### src/common/tcb_pkg.sv
// shared constants for the trigger counter bus and its register access
package tcb_pkg;
    localparam int BUNCH_W = 12;
    localparam int EVENT_W = 24;
    localparam int HALF_W = 12;
    localparam int INDEX_W = 5;
    localparam int DATA_W = 8;
    localparam int ADDR_W = 7;
    localparam int BASE_W = 6;
    localparam int ERR_W = 8;
    // trigger modes, control bits 1:0
    localparam logic [1:0] MODE_EVLOW = 2'h0;
    localparam logic [1:0] MODE_BUNCH = 2'h1;
    localparam logic [1:0] MODE_EVLH = 2'h2;
    localparam logic [1:0] MODE_FULL = 2'h3;
    localparam int CTRL_MODE_LSB = 0;
    localparam int CTRL_CLKGAP_BIT = 4;
    localparam logic [7:0] CTRL_RESET = 8'h13;
    // internal register indices behind the window register
    localparam logic [4:0] REG_CTRL = 5'h00;
    localparam logic [4:0] REG_BUNCH_LO = 5'h01;
    localparam logic [4:0] REG_BUNCH_HI = 5'h02;
    localparam logic [4:0] REG_EVENT_0 = 5'h03;
    localparam logic [4:0] REG_EVENT_1 = 5'h04;
    localparam logic [4:0] REG_EVENT_2 = 5'h05;
    localparam logic [4:0] REG_ERRCNT = 5'h06;
    localparam logic [4:0] REG_STATUS = 5'h07;
    localparam int STATUS_WDOG_BIT = 4;
    localparam logic [7:0] STATUS_CMD_RESET = 8'h05;
    localparam logic [7:0] STATUS_CMD_CLEAR = 8'h00;
    // host command port register addresses
    localparam logic [2:0] HREG_CMD = 3'h0;
    localparam logic [2:0] HREG_BASE = 3'h1;
    localparam logic [2:0] HREG_INDEX = 3'h2;
    localparam logic [2:0] HREG_WDATA = 3'h3;
    localparam logic [2:0] HREG_RDGO = 3'h4;
    localparam logic [2:0] HREG_STAT = 3'h5;
    localparam logic [2:0] HREG_MODE = 3'h6;
    localparam logic [2:0] HREG_RDATA = 3'h7;
    localparam int CMD_TRIG_BIT = 0;
    localparam int CMD_EVCLR_BIT = 1;
    localparam int CMD_BOTHCLR_BIT = 2;
    localparam int CMD_BCLR_BIT = 3;
    // trigger spacing limits in clock cycles
    localparam logic [3:0] SPACE_FAST = 4'h1;
    localparam logic [3:0] SPACE_BUS = 4'h3;
    localparam logic [3:0] SPACE_SAT = 4'hF;
    localparam logic [4:0] MAX_CONSEC = 5'h16;
endpackage

### src/common/tcb_link_if.sv
// link between the trigger counter device and its trigger source and access master
`timescale 1ns/10ps
`default_nettype none
interface tcb_link_if;
    logic trigAcceptIn;
    logic eventCountClearCmd;
    logic bothCountClearCmd;
    logic bunchCountClearCmd;
    logic [6:0] i2cAddr;
    logic i2cWr;
    logic i2cRd;
    logic [7:0] i2cWdata;
    logic [7:0] i2cRdata;
    logic [11:0] counterOutBus;
    logic bunchValueStrobe;
    logic eventLowStrobe;
    logic eventHighStrobe;
    logic triggerAcceptOut;
    logic clockWithTriggerGap;
    modport dev (
        input trigAcceptIn, eventCountClearCmd, bothCountClearCmd, bunchCountClearCmd,
        input i2cAddr, i2cWr, i2cRd, i2cWdata,
        output i2cRdata, counterOutBus, bunchValueStrobe, eventLowStrobe, eventHighStrobe,
        output triggerAcceptOut, clockWithTriggerGap
    );
    modport host (
        output trigAcceptIn, eventCountClearCmd, bothCountClearCmd, bunchCountClearCmd,
        output i2cAddr, i2cWr, i2cRd, i2cWdata,
        input i2cRdata, counterOutBus, bunchValueStrobe, eventLowStrobe, eventHighStrobe,
        input triggerAcceptOut, clockWithTriggerGap
    );
endinterface
`default_nettype wire

### src/tcb_device_end.sv
// trigger sequence counter bus, gapped clock and window register access of the receiver
// Overview of operation
// - accepted trigger drops the clock output pulse that would fall in cycle 0, if any
// - control bit 4 clear disables gapped clock
// - bunch and event halves share 12-bit bus
// - mode 00: event low, strobe cycle 0
// - mode 01: running bunch count, strobe cycle 0
// - mode 10: event low then high
// - mode 11: bunch, event low, event high
// - cycle 0 equals trigger output active cycle
// - no strobes outside a trigger sequence
// - first event after clear is number zero
// - mode 00 spacing three when bus used
// - at most 22 back-to-back triggers
// - mode 01 handles triggers every cycle
// - mode 10 spacing three when bus used
// - mode 11 needs spacing of three
// - index register five bits, plus window
// - window reads/writes the indexed register
// - master writes index before window access
// - two addresses: base times two, plus one
// - counter writes clear instead of loading
// - status write of 5 starts reset
// - status write of 0 clears watchdog flag
// - watchdog reset sets status bit 4
`timescale 1ns/10ps
`default_nettype none
module tcb_device_end (
    input wire logic clock,
    input wire logic arst_n,
    tcb_link_if.dev link,
    input wire logic [tcb_pkg::BASE_W-1:0] busBaseAddress,
    input wire logic watchdogResetEvt,
    input wire logic errorEvt,
    output logic resetProcReq
);
    import tcb_pkg::*;

    typedef enum logic [1:0] {SEQ_IDLE, SEQ_LOW, SEQ_HIGH} tcb_seq_t;

    tcb_seq_t seq_q;
    logic [7:0] ctrl_q;
    logic [INDEX_W-1:0] index_q;
    logic [BUNCH_W-1:0] bunch_q;
    logic [EVENT_W-1:0] event_q, evSnap_q;
    logic [ERR_W-1:0] errCnt_q;
    logic wdogFlag_q, softRst_q;
    logic [HALF_W-1:0] bus_q;
    logic bStr_q, lStr_q, hStr_q;
    logic trigOut_q, phase_q, gapClk_q;
    logic [7:0] rdata_q, readVal;

    function automatic logic hitAddr(input logic [ADDR_W-1:0] addr, input logic [BASE_W-1:0] base,
                                     input logic sel);
        hitAddr = addr == {base, sel};
    endfunction

    logic [1:0] mode;
    logic trig;
    logic wrPtr, wrWin, rdPtr, rdWin;
    logic [7:0] wd;
    logic bunchClr, eventClr, errClr;
    logic [EVENT_W-1:0] evNow;

    assign mode = ctrl_q[CTRL_MODE_LSB +: 2];
    assign trig = link.trigAcceptIn;
    assign wd = link.i2cWdata;
    assign wrPtr = link.i2cWr && hitAddr(link.i2cAddr, busBaseAddress, 1'b0);
    assign wrWin = link.i2cWr && hitAddr(link.i2cAddr, busBaseAddress, 1'b1);
    assign rdPtr = link.i2cRd && hitAddr(link.i2cAddr, busBaseAddress, 1'b0);
    assign rdWin = link.i2cRd && hitAddr(link.i2cAddr, busBaseAddress, 1'b1);
    // counter writes never load data, they only clear
    assign bunchClr = link.bunchCountClearCmd || link.bothCountClearCmd || softRst_q
                      || (wrWin && (index_q == REG_BUNCH_LO || index_q == REG_BUNCH_HI));
    assign eventClr = link.eventCountClearCmd || link.bothCountClearCmd || softRst_q
                      || (wrWin && index_q >= REG_EVENT_0 && index_q <= REG_EVENT_2);
    assign errClr = softRst_q || (wrWin && index_q == REG_ERRCNT);
    // a trigger in the clearing cycle is already event zero
    assign evNow = eventClr ? '0 : event_q;

    // control and index registers
    always_ff @(posedge clock or negedge arst_n)
    begin
        if (!arst_n)
        begin
            ctrl_q <= CTRL_RESET;
            index_q <= '0;
        end
        else if (softRst_q)
        begin
            ctrl_q <= CTRL_RESET;
            index_q <= '0;
        end
        else
        begin
            if (wrPtr)
                index_q <= wd[INDEX_W-1:0];
            if (wrWin && index_q == REG_CTRL)
                ctrl_q <= wd;
        end
    end

    // status side effects; the watchdog set wins over a clearing write
    always_ff @(posedge clock or negedge arst_n)
    begin
        if (!arst_n)
        begin
            wdogFlag_q <= 1'b0;
            softRst_q <= 1'b0;
        end
        else
        begin
            softRst_q <= wrWin && index_q == REG_STATUS && wd == STATUS_CMD_RESET;
            if (watchdogResetEvt)
                wdogFlag_q <= 1'b1;
            else if (wrWin && index_q == REG_STATUS && wd == STATUS_CMD_CLEAR)
                wdogFlag_q <= 1'b0;
        end
    end

    // bunch, event and error counters
    always_ff @(posedge clock or negedge arst_n)
    begin
        if (!arst_n)
        begin
            bunch_q <= '0;
            event_q <= '0;
            evSnap_q <= '0;
            errCnt_q <= '0;
        end
        else
        begin
            bunch_q <= bunchClr ? '0 : bunch_q + 12'h001;
            if (trig)
            begin
                evSnap_q <= evNow;
                event_q <= evNow + 24'h000001;
            end
            else
                event_q <= evNow;
            if (errClr)
                errCnt_q <= '0;
            else if (errorEvt && errCnt_q != 8'hFF)
                errCnt_q <= errCnt_q + 8'h01;
        end
    end

    // counter bus sequencer; bus and strobes register together with the trigger output,
    // so cycle 0 is the cycle in which the trigger output is high
    always_ff @(posedge clock or negedge arst_n)
    begin
        if (!arst_n)
        begin
            seq_q <= SEQ_IDLE;
            bus_q <= '0;
            bStr_q <= 1'b0;
            lStr_q <= 1'b0;
            hStr_q <= 1'b0;
            trigOut_q <= 1'b0;
        end
        else
        begin
            trigOut_q <= trig;
            bStr_q <= 1'b0;
            lStr_q <= 1'b0;
            hStr_q <= 1'b0;
            if (trig)
            begin
                // a trigger inside a running sequence restarts it; the bus is then unreliable
                unique case (mode)
                    MODE_EVLOW:
                    begin
                        bus_q <= evNow[HALF_W-1:0];
                        lStr_q <= 1'b1;
                        seq_q <= SEQ_IDLE;
                    end
                    MODE_BUNCH:
                    begin
                        bus_q <= bunch_q;
                        bStr_q <= 1'b1;
                        seq_q <= SEQ_IDLE;
                    end
                    MODE_EVLH:
                    begin
                        bus_q <= evNow[HALF_W-1:0];
                        lStr_q <= 1'b1;
                        seq_q <= SEQ_HIGH;
                    end
                    MODE_FULL:
                    begin
                        bus_q <= bunch_q;
                        bStr_q <= 1'b1;
                        seq_q <= SEQ_LOW;
                    end
                endcase
            end
            else
            begin
                unique case (seq_q)
                    SEQ_LOW:
                    begin
                        bus_q <= evSnap_q[HALF_W-1:0];
                        lStr_q <= 1'b1;
                        seq_q <= SEQ_HIGH;
                    end
                    SEQ_HIGH:
                    begin
                        bus_q <= evSnap_q[EVENT_W-1:HALF_W];
                        hStr_q <= 1'b1;
                        seq_q <= SEQ_IDLE;
                    end
                    SEQ_IDLE:
                        // the bunch mode keeps the bus toggling, which costs power
                        bus_q <= (mode == MODE_BUNCH) ? bunch_q : evSnap_q[HALF_W-1:0];
                endcase
            end
        end
    end

    // gapped clock at half the core rate; its high phase is dropped in trigger cycle 0
    always_ff @(posedge clock or negedge arst_n)
    begin
        if (!arst_n)
        begin
            phase_q <= 1'b0;
            gapClk_q <= 1'b0;
        end
        else
        begin
            phase_q <= !phase_q;
            gapClk_q <= ctrl_q[CTRL_CLKGAP_BIT] && !phase_q && !trig;
        end
    end

    always_comb
    begin
        unique case (index_q)
            REG_CTRL: readVal = ctrl_q;
            REG_BUNCH_LO: readVal = bunch_q[7:0];
            REG_BUNCH_HI: readVal = {4'h0, bunch_q[11:8]};
            REG_EVENT_0: readVal = event_q[7:0];
            REG_EVENT_1: readVal = event_q[15:8];
            REG_EVENT_2: readVal = event_q[23:16];
            REG_ERRCNT: readVal = errCnt_q;
            REG_STATUS: readVal = {3'h0, wdogFlag_q, 4'h0};
            default: readVal = 8'h00;
        endcase
    end

    // read data stands only in the cycle after the read strobe
    always_ff @(posedge clock or negedge arst_n)
    begin
        if (!arst_n)
            rdata_q <= 8'h00;
        else if (rdWin)
            rdata_q <= readVal;
        else if (rdPtr)
            rdata_q <= {3'h0, index_q};
        else
            rdata_q <= 8'h00;
    end

    assign resetProcReq = softRst_q;
    assign link.i2cRdata = rdata_q;
    assign link.counterOutBus = bus_q;
    assign link.bunchValueStrobe = bStr_q;
    assign link.eventLowStrobe = lStr_q;
    assign link.eventHighStrobe = hStr_q;
    assign link.triggerAcceptOut = trigOut_q;
    assign link.clockWithTriggerGap = gapClk_q;
endmodule
`default_nettype wire

### src/flat_wrapper.sv
// flat-port wrapper written by rule: the top's interface ports become plain ports
module tcb_device_end_flat import tcb_pkg::*;
  (clock, arst_n, busBaseAddress, watchdogResetEvt, errorEvt, resetProcReq, link_trigAcceptIn, link_eventCountClearCmd, link_bothCountClearCmd, link_bunchCountClearCmd, link_i2cAddr, link_i2cWr, link_i2cRd, link_i2cWdata, link_i2cRdata, link_counterOutBus, link_bunchValueStrobe, link_eventLowStrobe, link_eventHighStrobe, link_triggerAcceptOut, link_clockWithTriggerGap);
  tcb_link_if link_i ();
  input wire logic clock;
  input wire logic arst_n;
  input wire logic [tcb_pkg::BASE_W-1:0] busBaseAddress;
  input wire logic watchdogResetEvt;
  input wire logic errorEvt;
  output logic resetProcReq;
  input wire logic [$bits(link_i.trigAcceptIn)-1:0] link_trigAcceptIn;
  input wire logic [$bits(link_i.eventCountClearCmd)-1:0] link_eventCountClearCmd;
  input wire logic [$bits(link_i.bothCountClearCmd)-1:0] link_bothCountClearCmd;
  input wire logic [$bits(link_i.bunchCountClearCmd)-1:0] link_bunchCountClearCmd;
  input wire logic [$bits(link_i.i2cAddr)-1:0] link_i2cAddr;
  input wire logic [$bits(link_i.i2cWr)-1:0] link_i2cWr;
  input wire logic [$bits(link_i.i2cRd)-1:0] link_i2cRd;
  input wire logic [$bits(link_i.i2cWdata)-1:0] link_i2cWdata;
  output wire logic [$bits(link_i.i2cRdata)-1:0] link_i2cRdata;
  output wire logic [$bits(link_i.counterOutBus)-1:0] link_counterOutBus;
  output wire logic [$bits(link_i.bunchValueStrobe)-1:0] link_bunchValueStrobe;
  output wire logic [$bits(link_i.eventLowStrobe)-1:0] link_eventLowStrobe;
  output wire logic [$bits(link_i.eventHighStrobe)-1:0] link_eventHighStrobe;
  output wire logic [$bits(link_i.triggerAcceptOut)-1:0] link_triggerAcceptOut;
  output wire logic [$bits(link_i.clockWithTriggerGap)-1:0] link_clockWithTriggerGap;
  assign link_i.trigAcceptIn = link_trigAcceptIn;
  assign link_i.eventCountClearCmd = link_eventCountClearCmd;
  assign link_i.bothCountClearCmd = link_bothCountClearCmd;
  assign link_i.bunchCountClearCmd = link_bunchCountClearCmd;
  assign link_i.i2cAddr = link_i2cAddr;
  assign link_i.i2cWr = link_i2cWr;
  assign link_i.i2cRd = link_i2cRd;
  assign link_i.i2cWdata = link_i2cWdata;
  assign link_i2cRdata = link_i.i2cRdata;
  assign link_counterOutBus = link_i.counterOutBus;
  assign link_bunchValueStrobe = link_i.bunchValueStrobe;
  assign link_eventLowStrobe = link_i.eventLowStrobe;
  assign link_eventHighStrobe = link_i.eventHighStrobe;
  assign link_triggerAcceptOut = link_i.triggerAcceptOut;
  assign link_clockWithTriggerGap = link_i.clockWithTriggerGap;
  tcb_device_end u_core (.clock(clock), .arst_n(arst_n), .link(link_i), .busBaseAddress(busBaseAddress), .watchdogResetEvt(watchdogResetEvt), .errorEvt(errorEvt), .resetProcReq(resetProcReq));
endmodule
### config.mk
export PLATFORM = sky130hd
export DESIGN_NAME = tcb_device_end_flat
export DESIGN_NICKNAME = d
export VERILOG_FILES = /design/src/common/tcb_pkg.sv /design/src/common/tcb_link_if.sv /design/src/tcb_device_end.sv /design/src/flat_wrapper.sv
export SDC_FILE = /design/constraint.sdc
export NUM_CORES = 1
export LEC_CHECK = 0
export BUFFER_PORTS_ARGS = -buffer_cell sky130_fd_sc_hd__buf_4
export CAP_MARGIN = 20
export CORE_ASPECT_RATIO = 1.2
export CORE_MARGIN = 3
export CORE_UTILIZATION = 30
export DETAILED_ROUTE_END_ITERATION = 10
export SLEW_MARGIN = 30
export SYNTH_ARGS = -nofsm -noshare
export SYNTH_HDL_FRONTEND = slang
export SYNTH_SLANG_ARGS = --single-unit
### constraint.sdc
create_clock -name clock -period 2.5 [get_ports clock]
set_input_delay 0.25 -clock clock [delete_from_list [all_inputs] [get_ports clock]]
set_output_delay 0.25 -clock clock [all_outputs]
set_load 0.01 [all_outputs]
# [Yosys cells after proc, flatten, opt, wreduce, memory -nomap -nowiden]
# Index checks and enable logic that the tools add are counted.
[word_totals] latchBits=0 ramBits=0 regBits=111 output_inout_bits=26 in_bits=31 rom_bits=0 n_memories=0 elab_cells=103
[op_classes] shifts=0 mux=28 n_mul=0 n_div=0 eq_ne=16 reduce_logical=37 n_addsub=3 bitwise_logic=0 order_cmp=2
[ops] op="$pmux 8 s8" n=1
[ops] op="$mux 24" n=2
[ops] op="$mux 8" n=5
[ops] op="$mux 12" n=3
[ops] op="$pmux 12 s3" n=1
[ops] op="$add 24x1->24 const B" n=1
[ops] op="$pmux 12 s2" n=1
[ops] op="$eq 5x3->1 const B" n=4
[ops] op="$logic_and 1x1->1" n=15
[ops] op="$mux 5" n=3
[ops] op="$eq 7x7->1" n=2
[ops] op="$add 12x1->12 const B" n=1
[ops] op="$eq 5x2->1 const B" n=2
[ops] op="$mux 1" n=9
[ops] op="$add 8x1->8 const B" n=1
[ops] op="$eq 8x3->1 const B" n=1
[ops] op="$logic_not 8->1" n=1
[ops] op="$logic_or 1x1->1" n=8
[ops] op="$ne 8x8->1 const B" n=1
[ops] op="$reduce_bool 2->1" n=4
[ops] op="$eq 2x2->1 const B" n=3
[ops] op="$pmux 2 s3" n=1
[ops] op="$reduce_or 2->1" n=3
[ops] op="$eq 5x1->1 const B" n=1
[ops] op="other kinds (9)" n=12

# [Logic depth before layout (Yosys ltp)]
[depth] word_depth=8 ltp_mapped=13 depth_no_buf=11

# [Worst setup path after synthesis]
# Ideal clock, no wire load.
[synth_path] path_kind="register -> register" from="register u_core.index_q[0]" to="register u_core.event_q[14]" setup_ps=119 required_time_ps=2381 period_less_slack_ps=2553 n_path_buf=2 arrival_time_ps=2434 path_slack_ps=-53 stages_incl_launch_ff=14 path_cell_list="dfrtp_1 > buf_2 > nand2_1 > mux2i_1 > nand4_1 > nand2_2 > buf_6 > nor2_1 > ha_1 > nand4_1 > or2_2 > nor3_1 > xnor2_1 > nor2_1"
[synth_via] elab_chain_len=7 word_cells_on_any_way=8 classes_between="add/sub (1); order compare (2); mux (2); reduce/logical (3)"
[synth_lines] item="start: declaration" line_no="tcb_device_end.sv:43" text="logic [INDEX_W-1:0] index_q;"
[synth_lines] item="start signal: assignment" line_no="tcb_device_end.sv:97" text="index_q <= wd[INDEX_W-1:0];"
[synth_lines] item="$ge 5x2->1" line_no="tcb_device_end.sv:76" text="|| (wrWin && index_q >= REG_EVENT_0 && index_q <= REG_EVENT_2);"
[synth_lines] item="$logic_and 1x1->1" line_no="tcb_device_end.sv:76"
[synth_lines] item="$logic_and 1x1->1 (*)" line_no="tcb_device_end.sv:76"
[synth_lines] item="$logic_or 1x1->1 (*)" line_no="tcb_device_end.sv:76"
[synth_lines] item="$mux 24 (*)" line_no="tcb_device_end.sv:79" text="assign evNow = eventClr ? '0 : event_q;"
[synth_lines] item="named net u_core.evNow[1]" line_no="tcb_device_end.sv:63" text="logic [EVENT_W-1:0] evNow;"
[synth_lines] item="$add 24x1->24 (*)" line_no="tcb_device_end.sv:137" text="event_q <= evNow + 24'h000001;"
[synth_lines] item="$mux 24 (*)" line_no="tcb_device_end.sv:134" text="if (trig)"
[synth_lines] item="end signal: assignment" line_no="tcb_device_end.sv:137"
[synth_lines] item="end signal: assignment" line_no="tcb_device_end.sv:140" text="event_q <= evNow;"
[synth_lines] item="end: declaration" line_no="tcb_device_end.sv:45" text="logic [EVENT_W-1:0] event_q, evSnap_q;"
# The timed path passes the listed nets; every way through them passes the cells marked *.
# A chain may end at the register's enable or synchronous reset.

# [Worst setup path after layout]
[layout_path] from="register u_core.index_q[1]" to="register u_core.event_q[20]"
# The elaborated chain is that of the path after synthesis.

==> qor.csv <==
stage,metric,value,unit
status,status,finished clean,
timing,setup_viol,0,
clock_network,post_cts_buffers,0,
yosys,synthFlopType,dfrtp_1,
floorplanning,core_area,0.0191,mm²
power_and_ir_drop,p_leak,2.85,nW
yosys,postSynth.asyncResetShare,1.00,
yosys,ys_types,52,
critical_path,cp_common_cell,nand4_1,
floorplanning,row_count,55,
detailed_routing,first_pass_iters,5,
run,drv_cap,0,
detailed_routing,drt-total-wl,16200,µm
yosys,synth_seq_cells,111,
critical_path,critPathBufInv,2,
yosys,synth-warning-count,0,
floorplanning,dieArea,0.0213,mm²
critical_path,worstSetupPathType,reg2reg,
global_routing,grt_pass1_vias,4705,
floorplanning,dieWidth,134,µm
yosys,synth-edff-count,0,
global_routing,groute.usage.overall,0.156,
critical_path,crit_slowest_cell,dfrtp_2,
timing,fmax,455,MHz
timing,period_share,0.879,
floorplanning,io_pins,57,
clock_network,ctsHtreeMaxLevel,3,
critical_path,cp_max_fo,12,
power_and_ir_drop,cellPowerDensity,581,mW/mm²
place,gp_congestion,0.872,
layout,diodes,0,
yosys,synth_seq_area_share,0.474,
timing,slew_violations,0,
global_routing,use_met2,0.250,
detailed_routing,drtIter0Drc,537,
detailed_routing,wl_per_cell,17.8,µm
timing,tns,0,ps
worst_hold_path,hp-class,in2reg,
floorplanning,initial_core_util,0.308,
layout,drive_above_1_share,0.201,
layout,area_growth,17.4,%
global_routing,grt_overflow,0,
global_routing,grtUsageMet3,0.0256,
yosys,synth.net_count,632,
yosys,yosys.area.top_type,dfrtp_1,
clock_network,cts_root_buf,clkbuf_16,
timing,finalHoldViolCount,0,
timing,slew_headroom,0.497,
clock_network,numCtsBuffers,9,
yosys,syn_area,0.00587,mm²
global_routing,antenna_found_initial,0,
timing,rsz0062_at_grt,false,
global_routing,use_met1,0.206,
critical_path,critPathMaxStageDelay,500,ps
critical_path,crit_family,simple AND/OR/NAND/NOR gates,
yosys,synth_cells,598,
floorplanning,die_h,159,µm
place,port_buffers,56,
yosys,synth.most_common_cell,dfrtp_1,
power_and_ir_drop,max-vdd-ir-drop,376,µV
yosys,synth_top_cell_area_share,0.461,
critical_path,required,2720,ps
detailed_routing,vias_per_cell,5.24,
critical_path,reg2reg_slack,300,ps
yosys,post_synth.cell_area_avg,9.81,µm²
layout,nets,681,
place,post-dp-hpwl,11300,µm
yosys,synth_common_cells,"108 x dfrtp_1, 75 x nor2_1, 64 x nand2_1",
detailed_routing,antenna_left,0,
clock_network,clkLatencyLatePin,360,ps
global_routing,grt.busiest_layer,met2,
critical_path,cp.arrival,2420,ps
critical_path,path_cells,nand2_1 > mux2i_1 > nand4_1 > nand3_1 > inv_1 > ha_1 > nand4_1 > buf_4 > nor3_1 > xnor2_1 > nor2_1,
clock_network,cts.sinks,111,
timing,finClkSkew,5.32,ps
global_routing,grt_max_degree,50,
yosys,synth_area_leaders,"dfrtp_1 46%, nor2_1 4.8%, xnor2_1 4.3%",
clock_network,tritoncts,yes,
timing,whs,74.3,ps
detailed_routing,drc,0,
clock_network,clk_path_buf_depth,2,
clock_network,clk_pin_slew,70,ps
critical_path,worstSetupEndpointType,flop,
timing,period_needed,2200,ps
timing,worst_pin_slew,754,ps
detailed_routing,num_vias,4757,
critical_path,worst_setup_path_start_kind,flop,
global_routing,grt_first_pass_wirelength,26300,µm
==> placed cells by master, fill, tap and decap left out, drive strengths merged, types with 18 or more instances in the layout <==
cell type and n:
dfrtp 108, buf 82, nor2 79, nand2 65
xnor2 29, mux2i 23, o2bb2ai 23, a21oi 22
nand3 19, a221oi 19, xor2 18
==> registers in the layout, indices dropped and copies added, names as in the netlist, 2 cells and up <==
register	cells
u_core.errCnt_q	8
u_core.link.counterOutBus	12
u_core.ctrl_q	8
u_core.event_q	24
u_core.link.i2cRdata	8
u_core.index_q	5
u_core.bunch_q	12
u_core.seq_q	2
u_core.evSnap_q	24
==> through the flow <==
stage | total power [W] | instances | setup WS, ps | cell area [µm²] | util
after floorplan | 0.00238 | 598 | 49.1 | 5870 | -
after global placement | 0.00262 | 891 | 254 | 6590 | 0.346
after detailed placement | 0.00263 | 891 | 216 | 6590 | 0.346
after CTS | 0.00405 | 908 | 240 | 6880 | 0.361
after global routing | 0.00420 | 908 | 97.0 | 6890 | 0.361
final | 0.00400 | 908 | 303 | 6890 | 0.361
==> what timing repair did <==
action / 4_1_cts / 5_1_grt
setup endpoints to repair: 0 / 1
endpoints found under the hold margin: 29 / 0
gates resized for setup: 0 / 1
hold buffers: 1 / 0
==> layer usage <==
layer	up-vias	share of wire
li1	2220	-
met1	2353	0.43
met2	147	0.48
met3	37	0.054
met4	0	0.036
met5	-	0
==> worst reg2reg max path, delay by kind of cell (launching register included) <==
kind / cells / cell delay [ps]
and+or+nand+nor: 6 / 820
DFF: 1 / 500
buffers and inverters: 2 / 310
adders and majority gates: 1 / 200
xor gates and xnor gates: 1 / 170
muxes: 1 / 70
==> kinds of logic after synthesis <==
kind of cell,count (synthesis),share of synthesized area
simple gates,260,0.236
flops,111,0.474
compound gates,95,0.124
buf+inv,58,0.0484
xor+xnor,47,0.0702
mux,24,0.0412
fa+ha+maj,3,0.00640
==> worst paths after layout <==
kind | from | endpoint | cells past startpoint
worst max register to register | u_core.index_q[1]$_DFFE_PN0P_ | u_core.event_q[20]$_DFF_PN0_ | 11
max in group asynchronous | arst_n | u_core.ctrl_q[4]$_DFFE_PN1P_ | 3
worst max-delay path | u_core.index_q[1]$_DFFE_PN0P_ | u_core.event_q[20]$_DFF_PN0_ | 11
worst min register to register | u_core.phase_q$_DFF_PN0_ | u_core.phase_q$_DFF_PN0_ | 1
worst min-delay path | watchdogResetEvt | u_core.wdogFlag_q$_DFFE_PN0P_ | 2
min in group asynchronous | arst_n | u_core.evSnap_q[8]$_DFFE_PN0P_ | 2
==> where the power goes <==
part	internal, W	total, W	switching [W]
clock	0.000760	0.00141	0.000651
combinational	0.000237	0.000568	0.000331
sequential	0.00190	0.00202	0.000123
total	0.00290	0.00400	0.00111
==> area by class of cell <==
cell class | instances | area [µm²]
well taps | 256 | 320
clock buffers | 14 | 274
inverters | 13 | 48.8
fillers | 1934 | 12200
multi-input cells | 429 | 2810
repair buffers | 83 | 638
clock inverters | 2 | 13.8
flip-flops and latches | 111 | 2780
(Power assumes the default switching activity.)
